--- src/include/aes_pkg.sv ---
// Package: encodings, field layout and offsets for the active exception status block
`default_nettype none
package aes_pkg;
   // ***************************************************
   // Exception number encoding
   // ***************************************************
   localparam int          VEC_W              = 6;
   localparam logic [5:0]  EXC_NONE           = 6'h00;
   localparam logic [5:0]  EXC_NMI            = 6'h02;
   localparam logic [5:0]  EXC_HARD_FAULT     = 6'h03;
   localparam logic [5:0]  EXC_FAULT_LAST     = 6'h06;
   localparam logic [5:0]  EXC_SERVICE_REQ    = 6'h0E;
   localparam logic [5:0]  EXC_TICK_TIMER     = 6'h0F;
   localparam logic [5:0]  EXC_IRQ_BASE       = 6'h10;
   localparam logic [5:0]  EXC_IRQ_LAST       = 6'h3B;
   localparam int          NUM_EXC            = 64;
   localparam int          NUM_IRQ            = 44;
   localparam logic [5:0]  IRQ_OFFSET         = 6'h10;
   // ***************************************************
   // Status register layout
   // ***************************************************
   localparam int          ACT_LSB            = 0;
   localparam int          RET_BIT            = 11;
   localparam int          PEND_LSB           = 12;
   localparam logic        RET_RESET          = 1'b0;
   localparam logic [5:0]  ACT_RESET          = 6'h00;
   // ***************************************************
   // Bus map
   // ***************************************************
   localparam logic [3:0]  ADDR_STATUS        = 4'h0;
   localparam logic [3:0]  ADDR_IRQ_VIEW      = 4'h4;
   localparam logic [31:0] READ_UNMAPPED      = 32'h0000_0000;
endpackage : aes_pkg
`default_nettype wire

--- src/include/exc_state_if.sv ---
// Interface: active-set view handed from the top to the scanner
`default_nettype none
interface exc_state_if;
   logic [63:0] active;
   logic [5:0]  current;
   logic        only_one;
   modport scan (input active, input current, output only_one);
   modport top  (output active, output current, input only_one);
endinterface : exc_state_if
`default_nettype wire

--- src/logic/active_exception_status.sv ---
// Module: active exception status register with Wishbone slave
//
// Design decisions made here: the Wishbone slave port and the register addresses.
`default_nettype none
module active_exception_status
   import aes_pkg::*;
(
   input  wire logic         clk_sys,
   input  wire logic         reset_n,
   input  wire logic [5:0]   handler_exception_number,
   input  wire logic [63:0]  active_set,
   input  wire logic [5:0]   pending_vector_in,
   input  wire logic [31:0]  wb_adr_i,
   input  wire logic [31:0]  wb_dat_i,
   input  wire logic [3:0]   wb_sel_i,
   input  wire logic         wb_we_i,
   input  wire logic         wb_cyc_i,
   input  wire logic         wb_stb_i,
   output var  logic [31:0]  wb_dat_o,
   output var  logic         wb_ack_o,
   output var  logic [5:0]   active_vector_number,
   output var  logic         return_to_base_flag,
   output var  logic [5:0]   pending_vector_number
);
   import aes_pkg::*;

   exc_state_if st ();
   logic [5:0] next_active;
   logic [5:0] next_pending;
   logic [5:0] irq_index;

   // ***************************************************
   // Status capture
   // ***************************************************
   // Reserved numbers map to none rather than leaking out
   function automatic logic [5:0] legal_vec(input logic [5:0] v);
      if (v > EXC_IRQ_LAST) begin
         return EXC_NONE;
      end
      return v;
   endfunction : legal_vec

   assign next_active  = legal_vec(handler_exception_number);
   assign next_pending = legal_vec(pending_vector_in);
   assign st.current   = next_active;
   assign st.active    = active_set;

   exc_scan u_scan (
      .s (st)
   );

   always_ff @(posedge clk_sys or negedge reset_n) begin
      if (!reset_n) begin
         active_vector_number  <= ACT_RESET;
         return_to_base_flag   <= RET_RESET;
         pending_vector_number <= EXC_NONE;
      end else begin
         active_vector_number  <= next_active;
         return_to_base_flag   <= st.only_one;
         pending_vector_number <= next_pending;
      end
   end

   // Peripheral index helper; zero outside handler range
   assign irq_index = (active_vector_number >= IRQ_OFFSET) ?
                      6'(active_vector_number - IRQ_OFFSET) : 6'h00;

   // ***************************************************
   // Wishbone slave
   // ***************************************************
   // Writes are acknowledged but change nothing
   always_ff @(posedge clk_sys or negedge reset_n) begin
      if (!reset_n) begin
         wb_ack_o <= 1'b0;
      end else begin
         wb_ack_o <= wb_cyc_i && wb_stb_i && !wb_ack_o;
      end
   end

   always_ff @(posedge clk_sys or negedge reset_n) begin
      if (!reset_n) begin
         wb_dat_o <= READ_UNMAPPED;
      end else if (wb_cyc_i && wb_stb_i && !wb_ack_o && !wb_we_i) begin
         unique case (wb_adr_i[3:0])
            ADDR_STATUS: begin
               wb_dat_o <= {14'h0000, pending_vector_number, return_to_base_flag,
                            5'h00, active_vector_number};
            end
            ADDR_IRQ_VIEW: begin
               wb_dat_o <= {26'h000_0000, irq_index};
            end
            default: begin
               wb_dat_o <= READ_UNMAPPED;
            end
         endcase
      end else begin
         wb_dat_o <= wb_dat_o;
      end
   end
endmodule : active_exception_status
`default_nettype wire

--- src/logic/exc_scan.sv ---
// Module: flags whether any active exception above EXC_FAULT_LAST and up to EXC_IRQ_LAST besides the current one exists
`default_nettype none
module exc_scan
   import aes_pkg::*;
(
   exc_state_if.scan s
);
   logic others;

   // NMI and faults never block return to base
   always_comb begin
      others = 1'b0;
      for (int i = 0; i < NUM_EXC; i++) begin
         if (s.active[i] && (i > int'(EXC_FAULT_LAST)) && (6'(i) != s.current) &&
             (6'(i) <= EXC_IRQ_LAST)) begin
            others = 1'b1;
         end
      end
      s.only_one = !others;
   end
endmodule : exc_scan
`default_nettype wire

--- config.mk ---
export PLATFORM = sky130hd
export DESIGN_NAME = active_exception_status
export DESIGN_NICKNAME = d
export VERILOG_FILES = /design/src/include/aes_pkg.sv /design/src/include/exc_state_if.sv /design/src/logic/active_exception_status.sv /design/src/logic/exc_scan.sv
export SDC_FILE = /design/constraint.sdc
export NUM_CORES = 1
export LEC_CHECK = 0
export BUFFER_PORTS_ARGS = -buffer_cell sky130_fd_sc_hd__buf_2
export CELL_PAD_IN_SITES_DETAIL_PLACEMENT = 1
export CELL_PAD_IN_SITES_GLOBAL_PLACEMENT = 2
export CORE_MARGIN = 5
export CORE_UTILIZATION = 18
export DETAILED_ROUTE_END_ITERATION = 16
export GPL_TIMING_DRIVEN = 1
export HOLD_SLACK_MARGIN = 0.08
export PLACE_DENSITY_LB_ADDON = 0.1
export SLEW_MARGIN = 20
export SYNTH_ARGS = -nofsm -noshare
export SYNTH_HDL_FRONTEND = slang
export SYNTH_HIERARCHICAL = 1
export SYNTH_SLANG_ARGS = --single-unit
--- constraint.sdc ---
create_clock -name clk_sys -period 1.4 [get_ports clk_sys]
set_input_delay 0 -clock clk_sys [delete_from_list [all_inputs] [get_ports clk_sys]]
set_output_delay 0 -clock clk_sys [all_outputs]
set_load 0.02 [all_outputs]
Word-level counts from Yosys, hierarchy flattened
Index checks and enable logic that the tools add are counted.

Bits in read-only memories: 0. Bits in registers: 46. Input port bits: 149. Bits in latches: 0. Bits in writable memories: 0. Memories: 0. Output and inout port bits: 46.

$lt $le $gt $ge: 3. Bitwise logic cells: 0. Shift operators: 0. Div/mod/pow operators: 0. Multiply operators: 0. Reduce and logical (&&, ||, !) cells: 60. Equality and inequality tests: 54. Add/subtract/negate cells: 1. Mux-type cells: 61.

Operator list (count): $ne A6 B6 Y1 const A (28); $ne A5 B6 Y1 const A (16); $logic_and A1 B1 Y1 (56); $mux W1 (55); $ne A4 B6 Y1 const A (8); $pmux W18 S2 (1); $mux W6 (5); $gt A6 B6 Y1 const B (2); $ge A6 B5 Y1 const B (1); $ne A3 B6 Y1 const A (1); $sub A6 B5 Y6 const B (1); $eq A4 B3 Y1 const B (1); $logic_not A4 Y1 (1); $logic_not A1 Y1 (3).

Logic depth before layout (Yosys ltp)
Gate-level depths: netlist of the first run.

Depth after elaboration: 59. Depth in mapped cells: 9. Mapped depth without buffers: 8.

By module
The synthesis of the first run kept the hierarchy.

By module, submodules not included: active_exception_status (instances 1, area each 1154.9 um^2, cells each 97, seq. area each 675.6 um^2); exc_scan (instances 1, area each 843.3 um^2, cells each 131, seq. area each 0.0 um^2).

Worst setup path after synthesis of the first run
No wires, ideal clock.

Path kind: input-to-reg. Start point: in handler_exception_number[3]. End point: reg return_to_base_flag. Slack: -1.033 ns. Data required time: 1.304 ns. Library setup time: 0.096 ns. Arrival: 2.337 ns. Path buffers: 0. Cell stages on the path: 8. Cells stage by stage: nand4_1 > and2_1 > or4_4 > o32ai_2 > a21oi_1 > or4_1 > or4_1 > nor4_2.

Longest elaborated chain between the ends: 59.

Ends and longest elaborated chain: start: declaration (line active_exception_status.sv:10) `input wire logic [5:0] handler_exception_number,`; $gt A6 B6 Y1 * (line active_exception_status.sv:37) `if (v > EXC_IRQ_LAST) begin`; $mux W1 * (line active_exception_status.sv:37); $mux W6 * (line active_exception_status.sv:40) `return v;`; via next_active[1] (line active_exception_status.sv:28) `logic [5:0] next_active;`; $ne A3 B6 Y1 (line exc_scan.sv:14) `if (s.active[i] && (i > int'(EXC_FAULT_LAST)) && (6'(i) != s.current) &&`; $logic_and A1 B1 Y1 (line exc_scan.sv:14); $mux W1 (52 in series) (line exc_scan.sv:14); $mux W1 * (line exc_scan.sv:14); $logic_not A1 Y1 * (line exc_scan.sv:19) `s.only_one = !others;`; via st.only_one (line exc_state_if.sv:6) `logic only_one;`; end signal: assignment (line active_exception_status.sv:59) `return_to_base_flag <= st.only_one;`; end: declaration (line active_exception_status.sv:22) `output var logic return_to_base_flag,`.

The timed path passes the listed nets; every way through them passes the cells marked *. A chain may end at the register's enable or synchronous reset.

Final worst setup path of the first run
Start point: in handler_exception_number[2]. End point: reg return_to_base_flag.

Same word-level chain as after synthesis.

==> results of run 1 <==
synth_stat cells, types with 5 or more instances:
cell,number
a22o_1,7
nand2_1,17
and2_1,12
o21ai_0,15
a21oi_1,6
buf_4,20
nand4_1,5
nor3_1,17
o41ai_1,5
dfrtp_1,27
o32ai_1,5
nand2b_1,8
nor2_1,18
clkbuf_1,6
worst max path at each step:
stage / startpoint / to / slack, ns / cells after the start
2_1_floorplan: handler_exception_number[3] / return_to_base_flag / -1.01 / 8
3_3_place_gp: handler_exception_number[3] / return_to_base_flag / -1.30 / 10
3_5_place_dp: handler_exception_number[3] / return_to_base_flag / -1.45 / 9
4_1_cts: handler_exception_number[4] / return_to_base_flag / -0.93 / 10
5_1_grt: handler_exception_number[2] / return_to_base_flag / -1.02 / 12
6_report: handler_exception_number[2] / return_to_base_flag / -0.95 / 10
cells by family after synthesis:
| group | Yosys count | synth area share |
|---|---|---|
| and+or+nand+nor | 114 | 0.354 |
| AOI/OAI and AO/OA | 55 | 0.199 |
| DFF | 27 | 0.338 |
| buffers and inverters | 29 | 0.0971 |
| other | 1 | 0.00188 |
| muxes | 2 | 0.0100 |
cell usage in the layout, fill, tap and decap left out, drive strengths merged, types with 3 or more instances in the layout:
cell	Yosys	layout
nor3b	3	3
o32ai	6	6
and2	12	12
clkbuf	6	3
dfrtp	27	27
o21a	3	3
o31ai	4	4
nor2	18	18
a21oi	6	6
or3	4	4
nand4	5	5
nor3	18	18
dlygate4sd3	0	13
o41ai	5	5
nor2b	3	3
a22o	7	7
nand2	18	18
nor4	3	3
or4	5	5
conb	1	19
nand2b	8	8
buf	23	150
or4bb	3	3
o21ai	15	15
nor4b	3	3
cell type report:
class                      instances  area (um^2)  area share
timing repair buffer             163         1040       0.320
clock buffer                       3         41.3      0.0128
tap                              140          175      0.0542
sequential                        27          676       0.209
multi-input combinational        190         1300       0.402
clock inverter                     1         5.00     0.00155
state kept, by name (all words and copies together), names as in the netlist:
name and count:
wb_ack_o 1, active_vector_number 6, pending_vector_number 6, wb_dat_o 13, return_to_base_flag 1
metrics by stage:
| stage | TNS (ns) | power (mW) |
|---|---|---|
| after floorplan | -1.01 | 1.18 |
| after CTS | -0.935 | 2.02 |
| final | -0.949 | 1.99 |
| after global routing | -1.02 | 2.12 |
| after detailed placement | -1.45 | 1.50 |
| after global placement | -1.30 | 1.50 |
where the power goes:
part / internal [mW] / switching, mW / leakage, nW / total, mW
clock: 0.199 / 0.249 / 0.0255 / 0.449
combinational: 0.323 / 0.384 / 1.11 / 0.707
sequential: 0.816 / 0.0206 / 0.349 / 0.836
worst min-delay path, stage by stage:
cell	delay, ns
buf_2	0.14
mux2i_1	0.08
o21ai_0	0.15
timing repair:
action | 4_1_cts | 5_1_grt
buffers inserted | 2 | 0
gates resized for setup | 21 | 6
pin swaps | 7 | 1
hold buffers | 13 | 0
hold endpoints to repair | 37 | 0
setup endpoints to repair | 1 | 1
metal layers:
| layer | vias to the layer above | global-route usage |
|---|---|---|
| li1 | 1138 | - |
| met1 | 1103 | 0.173 |
| met2 | 73 | 0.216 |
| met3 | 2 | 0.0184 |
| met4 | 0 | 0.0188 |
| met5 | - | 0 |
==> results_dict.tcl, run 1 <==
set metrics [dict create \
    drive_gt1_frac 0.482 \
    dpl.hpwl_um 7190 \
    netlist_instances 228 \
    crit_buf_inv 3 \
    hold_depth 3 \
    violations "setup timing" \
    grt_pass1_wl_um 13300 \
    dp.cells 505 \
    placed_area_um2 2920 \
    outcome "finished with violations" \
    dieWidth_um 115 \
    antenna_cells 0 \
    core-area_um2 10800 \
    antenna_found_initial 0 \
    cap_violations 0 \
    layout_min_cycle_time_ns 2.35 \
    cpMostUsedCell "buf_4" \
    place_ws_ns -1.45 \
    grt_max_degree 28 \
    wl_um 8640 \
    met1_length_um 3890 \
    relSlewSlack 0.572 \
    start_util 0.184 \
    grt.total_usage 0.127 \
    final_cell_area_um2 3230 \
    hp-class "primary input to flop" \
    rsz0062_at_grt "yes" \
    synth.top_cell.area_share 0.338 \
    grt_pass1_vias 2507 \
    power_density_nw_per_um2 616 \
    fin_hold_ws_ns 0.134 \
    cp-start-kind "primary input" \
    max-clock-path-buffers 2 \
    postRouteAntennaNets 0 \
    worst_pin_slew_ns 0.641 \
    synth_flop_cell "dfrtp_1" \
    wl_per_cell_um 16.5 \
    syn_area_per_cell_um2 8.76 \
    clkLatencyLatePin_ns 0.27 \
    synth-edff-count 0 \
    async_reset_ff_frac 1.00 \
    final_cell_count_no_fill 524 \
    utilization 0.298 \
    path_class "primary input to flop" \
    r2r_slack_ns 0.14 \
    max_freq_mhz 426 \
    io_buffer_count 100 \
    drv_slew 0 \
    cts_tree "done" \
    overflow 0 \
    numCtsBuffers 3 \
    wl_met2_um 4200 \
    hold_end "wb_dat_o[4]" \
    dieArea_um2 13300 \
    cp_top_family "simple AND/OR/NAND/NOR gates" \
    placementRows 38 \
    hold_viol 0 \
    finalWorstSetupSlack_ns -0.949 \
    drc 0 \
    ir_drop_mv 0.256 \
    dr.pass1.iters 4 \
    yosys.area.top_type "dfrtp_1" \
    crit_arrival_ns 2.53 \
    r2r_end "wb_dat_o[17]" \
    cp_max_fo 9 \
    slowest_stage "or4bb_4" \
    fillCellCount 1312 \
    cts-root-buf "clkbuf_8" \
    finalSetupViolations 1 \
    netlist_area_um2 2000 \
    r2r-start "wb_ack_o" \
    layout.nets 534 \
    path_cells "buf_6 -> nand4_1 -> buf_4 -> and2_4 -> or4bb_4 -> buf_4 -> o32ai_1 -> o211ai_1 -> or4_4 -> nor4_4" \
    top_layer "met4" \
    min-delay-start "wb_adr_i[2]" \
    p_leak_nw 1.48 \
    ioPinCount 195 \
    ys_seq_area_frac 0.338 \
    yosysWarnings 6 \
    h-tree-depth 1 \
    synth.distinct_cells 49 \
    drt_iter0_drc 75 \
    globalplace.congestion 0.774 \
    cts.clk_slew.worst_paths_ns 0.10 \
    ys_ff_latch 27 \
    worst_ep_required_time_ns 1.58 \
    chipHeight_um 115 \
    area_growth_pct 61.9 \
    clock-sinks 27 \
    num_vias 2316 \
    fin_crit_sh 1.68 \
    crit_path_max_incr_delay_ns 0.58 \
    viasPerCell 4.42 \
    reg2regPathDepth 3 \
    wl_met3_um 510 \
    fin_worst_skew_ns 0.00649 \
    cp-end-kind "flop" \
    synth.area.top_cells "dfrtp_1, buf_4, nor3_1" \
]
(Power assumes the default switching activity.)
==> run 2: changes to the inputs <==
==> constraint.sdc (replaced) <==
create_clock -name clk_sys -period 1.4 [get_ports clk_sys]
set_input_delay 0.14 -clock clk_sys [delete_from_list [all_inputs] [get_ports clk_sys]]
set_output_delay 0.14 -clock clk_sys [all_outputs]
set_load 0.02 [all_outputs]
==> run 2 against run 1 <==
Net effect: the flow still finishes with violations (setup timing); final area shrank 4.3%; first-iteration DRC count decreased by 27%; cell count down 1.7%.
==> results_dict.tcl, run 2 (synthesized netlist as in run 1, its figures left out) <==
set metrics [dict create \
    cts-root-buf "clkbuf_8" \
    ioPinCount 195 \
    dr.pass1.iters 4 \
    cp_top_family "simple AND/OR/NAND/NOR gates" \
    relSlewSlack 0.530 \
    numCtsBuffers 3 \
    layout.nets 525 \
    antenna_cells 0 \
    drv_slew 0 \
    outcome "finished with violations" \
    overflow 0 \
    final_cell_mix "buf_2, buf_4, dfrtp_1, conb_1, nor2_1" \
    crit_buf_inv 2 \
    finalSetupViolations 1 \
    grt_pass1_wl_um 13000 \
    fin_hold_ws_ns 0.0911 \
    cts.clk_slew.worst_paths_ns 0.10 \
    worst_ep_required_time_ns 1.58 \
    cpMostUsedCell "or4_4" \
    fin_crit_sh 1.77 \
    grt_max_degree 28 \
    area_growth_pct 54.9 \
    viasPerCell 4.40 \
    postRouteAntennaNets 0 \
    rsz0062_at_grt "yes" \
    globalplace.congestion 0.774 \
    path_cells "buf_2 -> nand4_1 -> buf_4 -> and2_4 -> or4_4 -> o32ai_2 -> a21oi_1 -> or4_1 -> or4_4 -> nor4_4" \
    wl_per_cell_um 16.4 \
    crit_arrival_ns 2.66 \
    h-tree-depth 1 \
    p_leak_nw 1.42 \
    power_density_nw_per_um2 631 \
    r2r-start "wb_ack_o" \
    path_class "primary input to flop" \
    violations "setup timing" \
    critPathLaunch "handler_exception_number[5]" \
    min-delay-start "pending_vector_in[4]" \
    placementRows 38 \
    grt_pass1_vias 2412 \
    power_mw 1.95 \
    reg_top3 "wb_dat_o (13), active_vector_number (6), pending_vector_number (6)" \
    drc 0 \
    cap_violations 0 \
    slowest_stage "or4_4" \
    io_buffer_count 100 \
    dieArea_um2 13300 \
    cp-end-kind "flop" \
    antenna_found_initial 0 \
    grt.total_usage 0.123 \
    crit_path_max_incr_delay_ns 0.54 \
    max-clock-path-buffers 2 \
    fillCellCount 1333 \
    hold_viol 0 \
    start_util 0.184 \
    largest_reg_flops 13 \
    cp-start-kind "primary input" \
    dieWidth_um 115 \
    drive_gt1_frac 0.485 \
    clkLatencyLatePin_ns 0.27 \
    finalWorstSetupSlack_ns -1.07 \
    core-area_um2 10800 \
    hp-class "primary input to flop" \
    cts_tree "done" \
    dpl.hpwl_um 7170 \
    max_freq_mhz 404 \
    cp_max_fo 8 \
    chipHeight_um 115 \
    drt_iter0_drc 55 \
    fin_setup_tns_ns -1.07 \
    worst_pin_slew_ns 0.696 \
    fin_worst_skew_ns 0.00245 \
    layout_min_cycle_time_ns 2.47 \
    ir_drop_mv 0.279 \
    clock-sinks 27 \
    num_vias 2267 \
    largest_register "wb_dat_o" \
    layout_commonest_cell "buf_2" \
    wl_um 8450 \
]
==> run 2: cell count changes in the layout (fill, tap and decap cells not counted), sizes merged <==
cell,before,now
dlygate4sd3,13,4
==> run 2: worst reg2reg max path, delay by kind of cell, from the launching register on <==
family,cells,cell delay [ns]
AND/OR/NAND/NOR,2,0.60
flip-flops,1,0.41
AO/OA/AOI/OAI,1,0.19
==> run 2: final cells by class <==
| type | count | area [um^2] | area share |
|---|---|---|---|
| Multi-Input combinational cell | 190 | 1280 | 0.413 |
| Timing Repair Buffer | 154 | 920 | 0.297 |
| Sequential cell | 27 | 676 | 0.218 |
| Tap cell | 140 | 175 | 0.0566 |
| Clock buffer | 3 | 41.3 | 0.0133 |
| Clock inverter | 1 | 5.00 | 0.00162 |
==> run 2: layer usage <==
| layer | GRT usage | routed length, um | up-vias |
|---|---|---|---|
| met5 | 0 | 0 | - |
| met4 | 0.0321 | 138 | 0 |
| met3 | 0.0226 | 512 | 8 |
| met2 | 0.196 | 3890 | 74 |
| met1 | 0.171 | 3910 | 1063 |
| li1 | - | - | 1122 |
==> run 2: power by group <==
group	total (mW)	internal (mW)	switching, mW
logic	0.667	0.293	0.374
clock network	0.449	0.199	0.250
registers	0.837	0.816	0.0211
==> run 2: repair_timing <==
| action | in CTS | in global routing |
|---|---|---|
| endpoints found under the hold margin | 30 | 0 |
| endpoints found under the setup margin | 1 | 1 |
| setup buffers | 2 | 0 |
| pin swaps | 11 | 0 |
| hold buffers | 4 | 0 |
| gates resized for setup | 16 | 2 |
==> run 2: per-stage QoR <==
stage	worst slack, ns	area (um^2)	std cells	util
after global routing	-1.17	3100	515	0.286
after floorplan	-1.15	2070	246	-
final	-1.07	3100	515	0.286
after CTS	-1.10	3080	515	0.284
after global placement	-1.44	2920	505	0.269
after detailed placement	-1.57	2920	505	0.269
==> run 2: path summary, 6_finish.rpt <==
kind                                       endpoint  depth (start not counted)  slack (ns)
hold / removal             pending_vector_number[4]                          2        0.09
hold reg to reg                            wb_ack_o                          1        0.48
min in group asynchronous               wb_dat_o[5]                          2        0.41
max in group asynchronous               wb_dat_o[2]                          2        0.58
setup / recovery                return_to_base_flag                         10       -1.07
setup reg to reg                       wb_dat_o[17]                          3        0.15
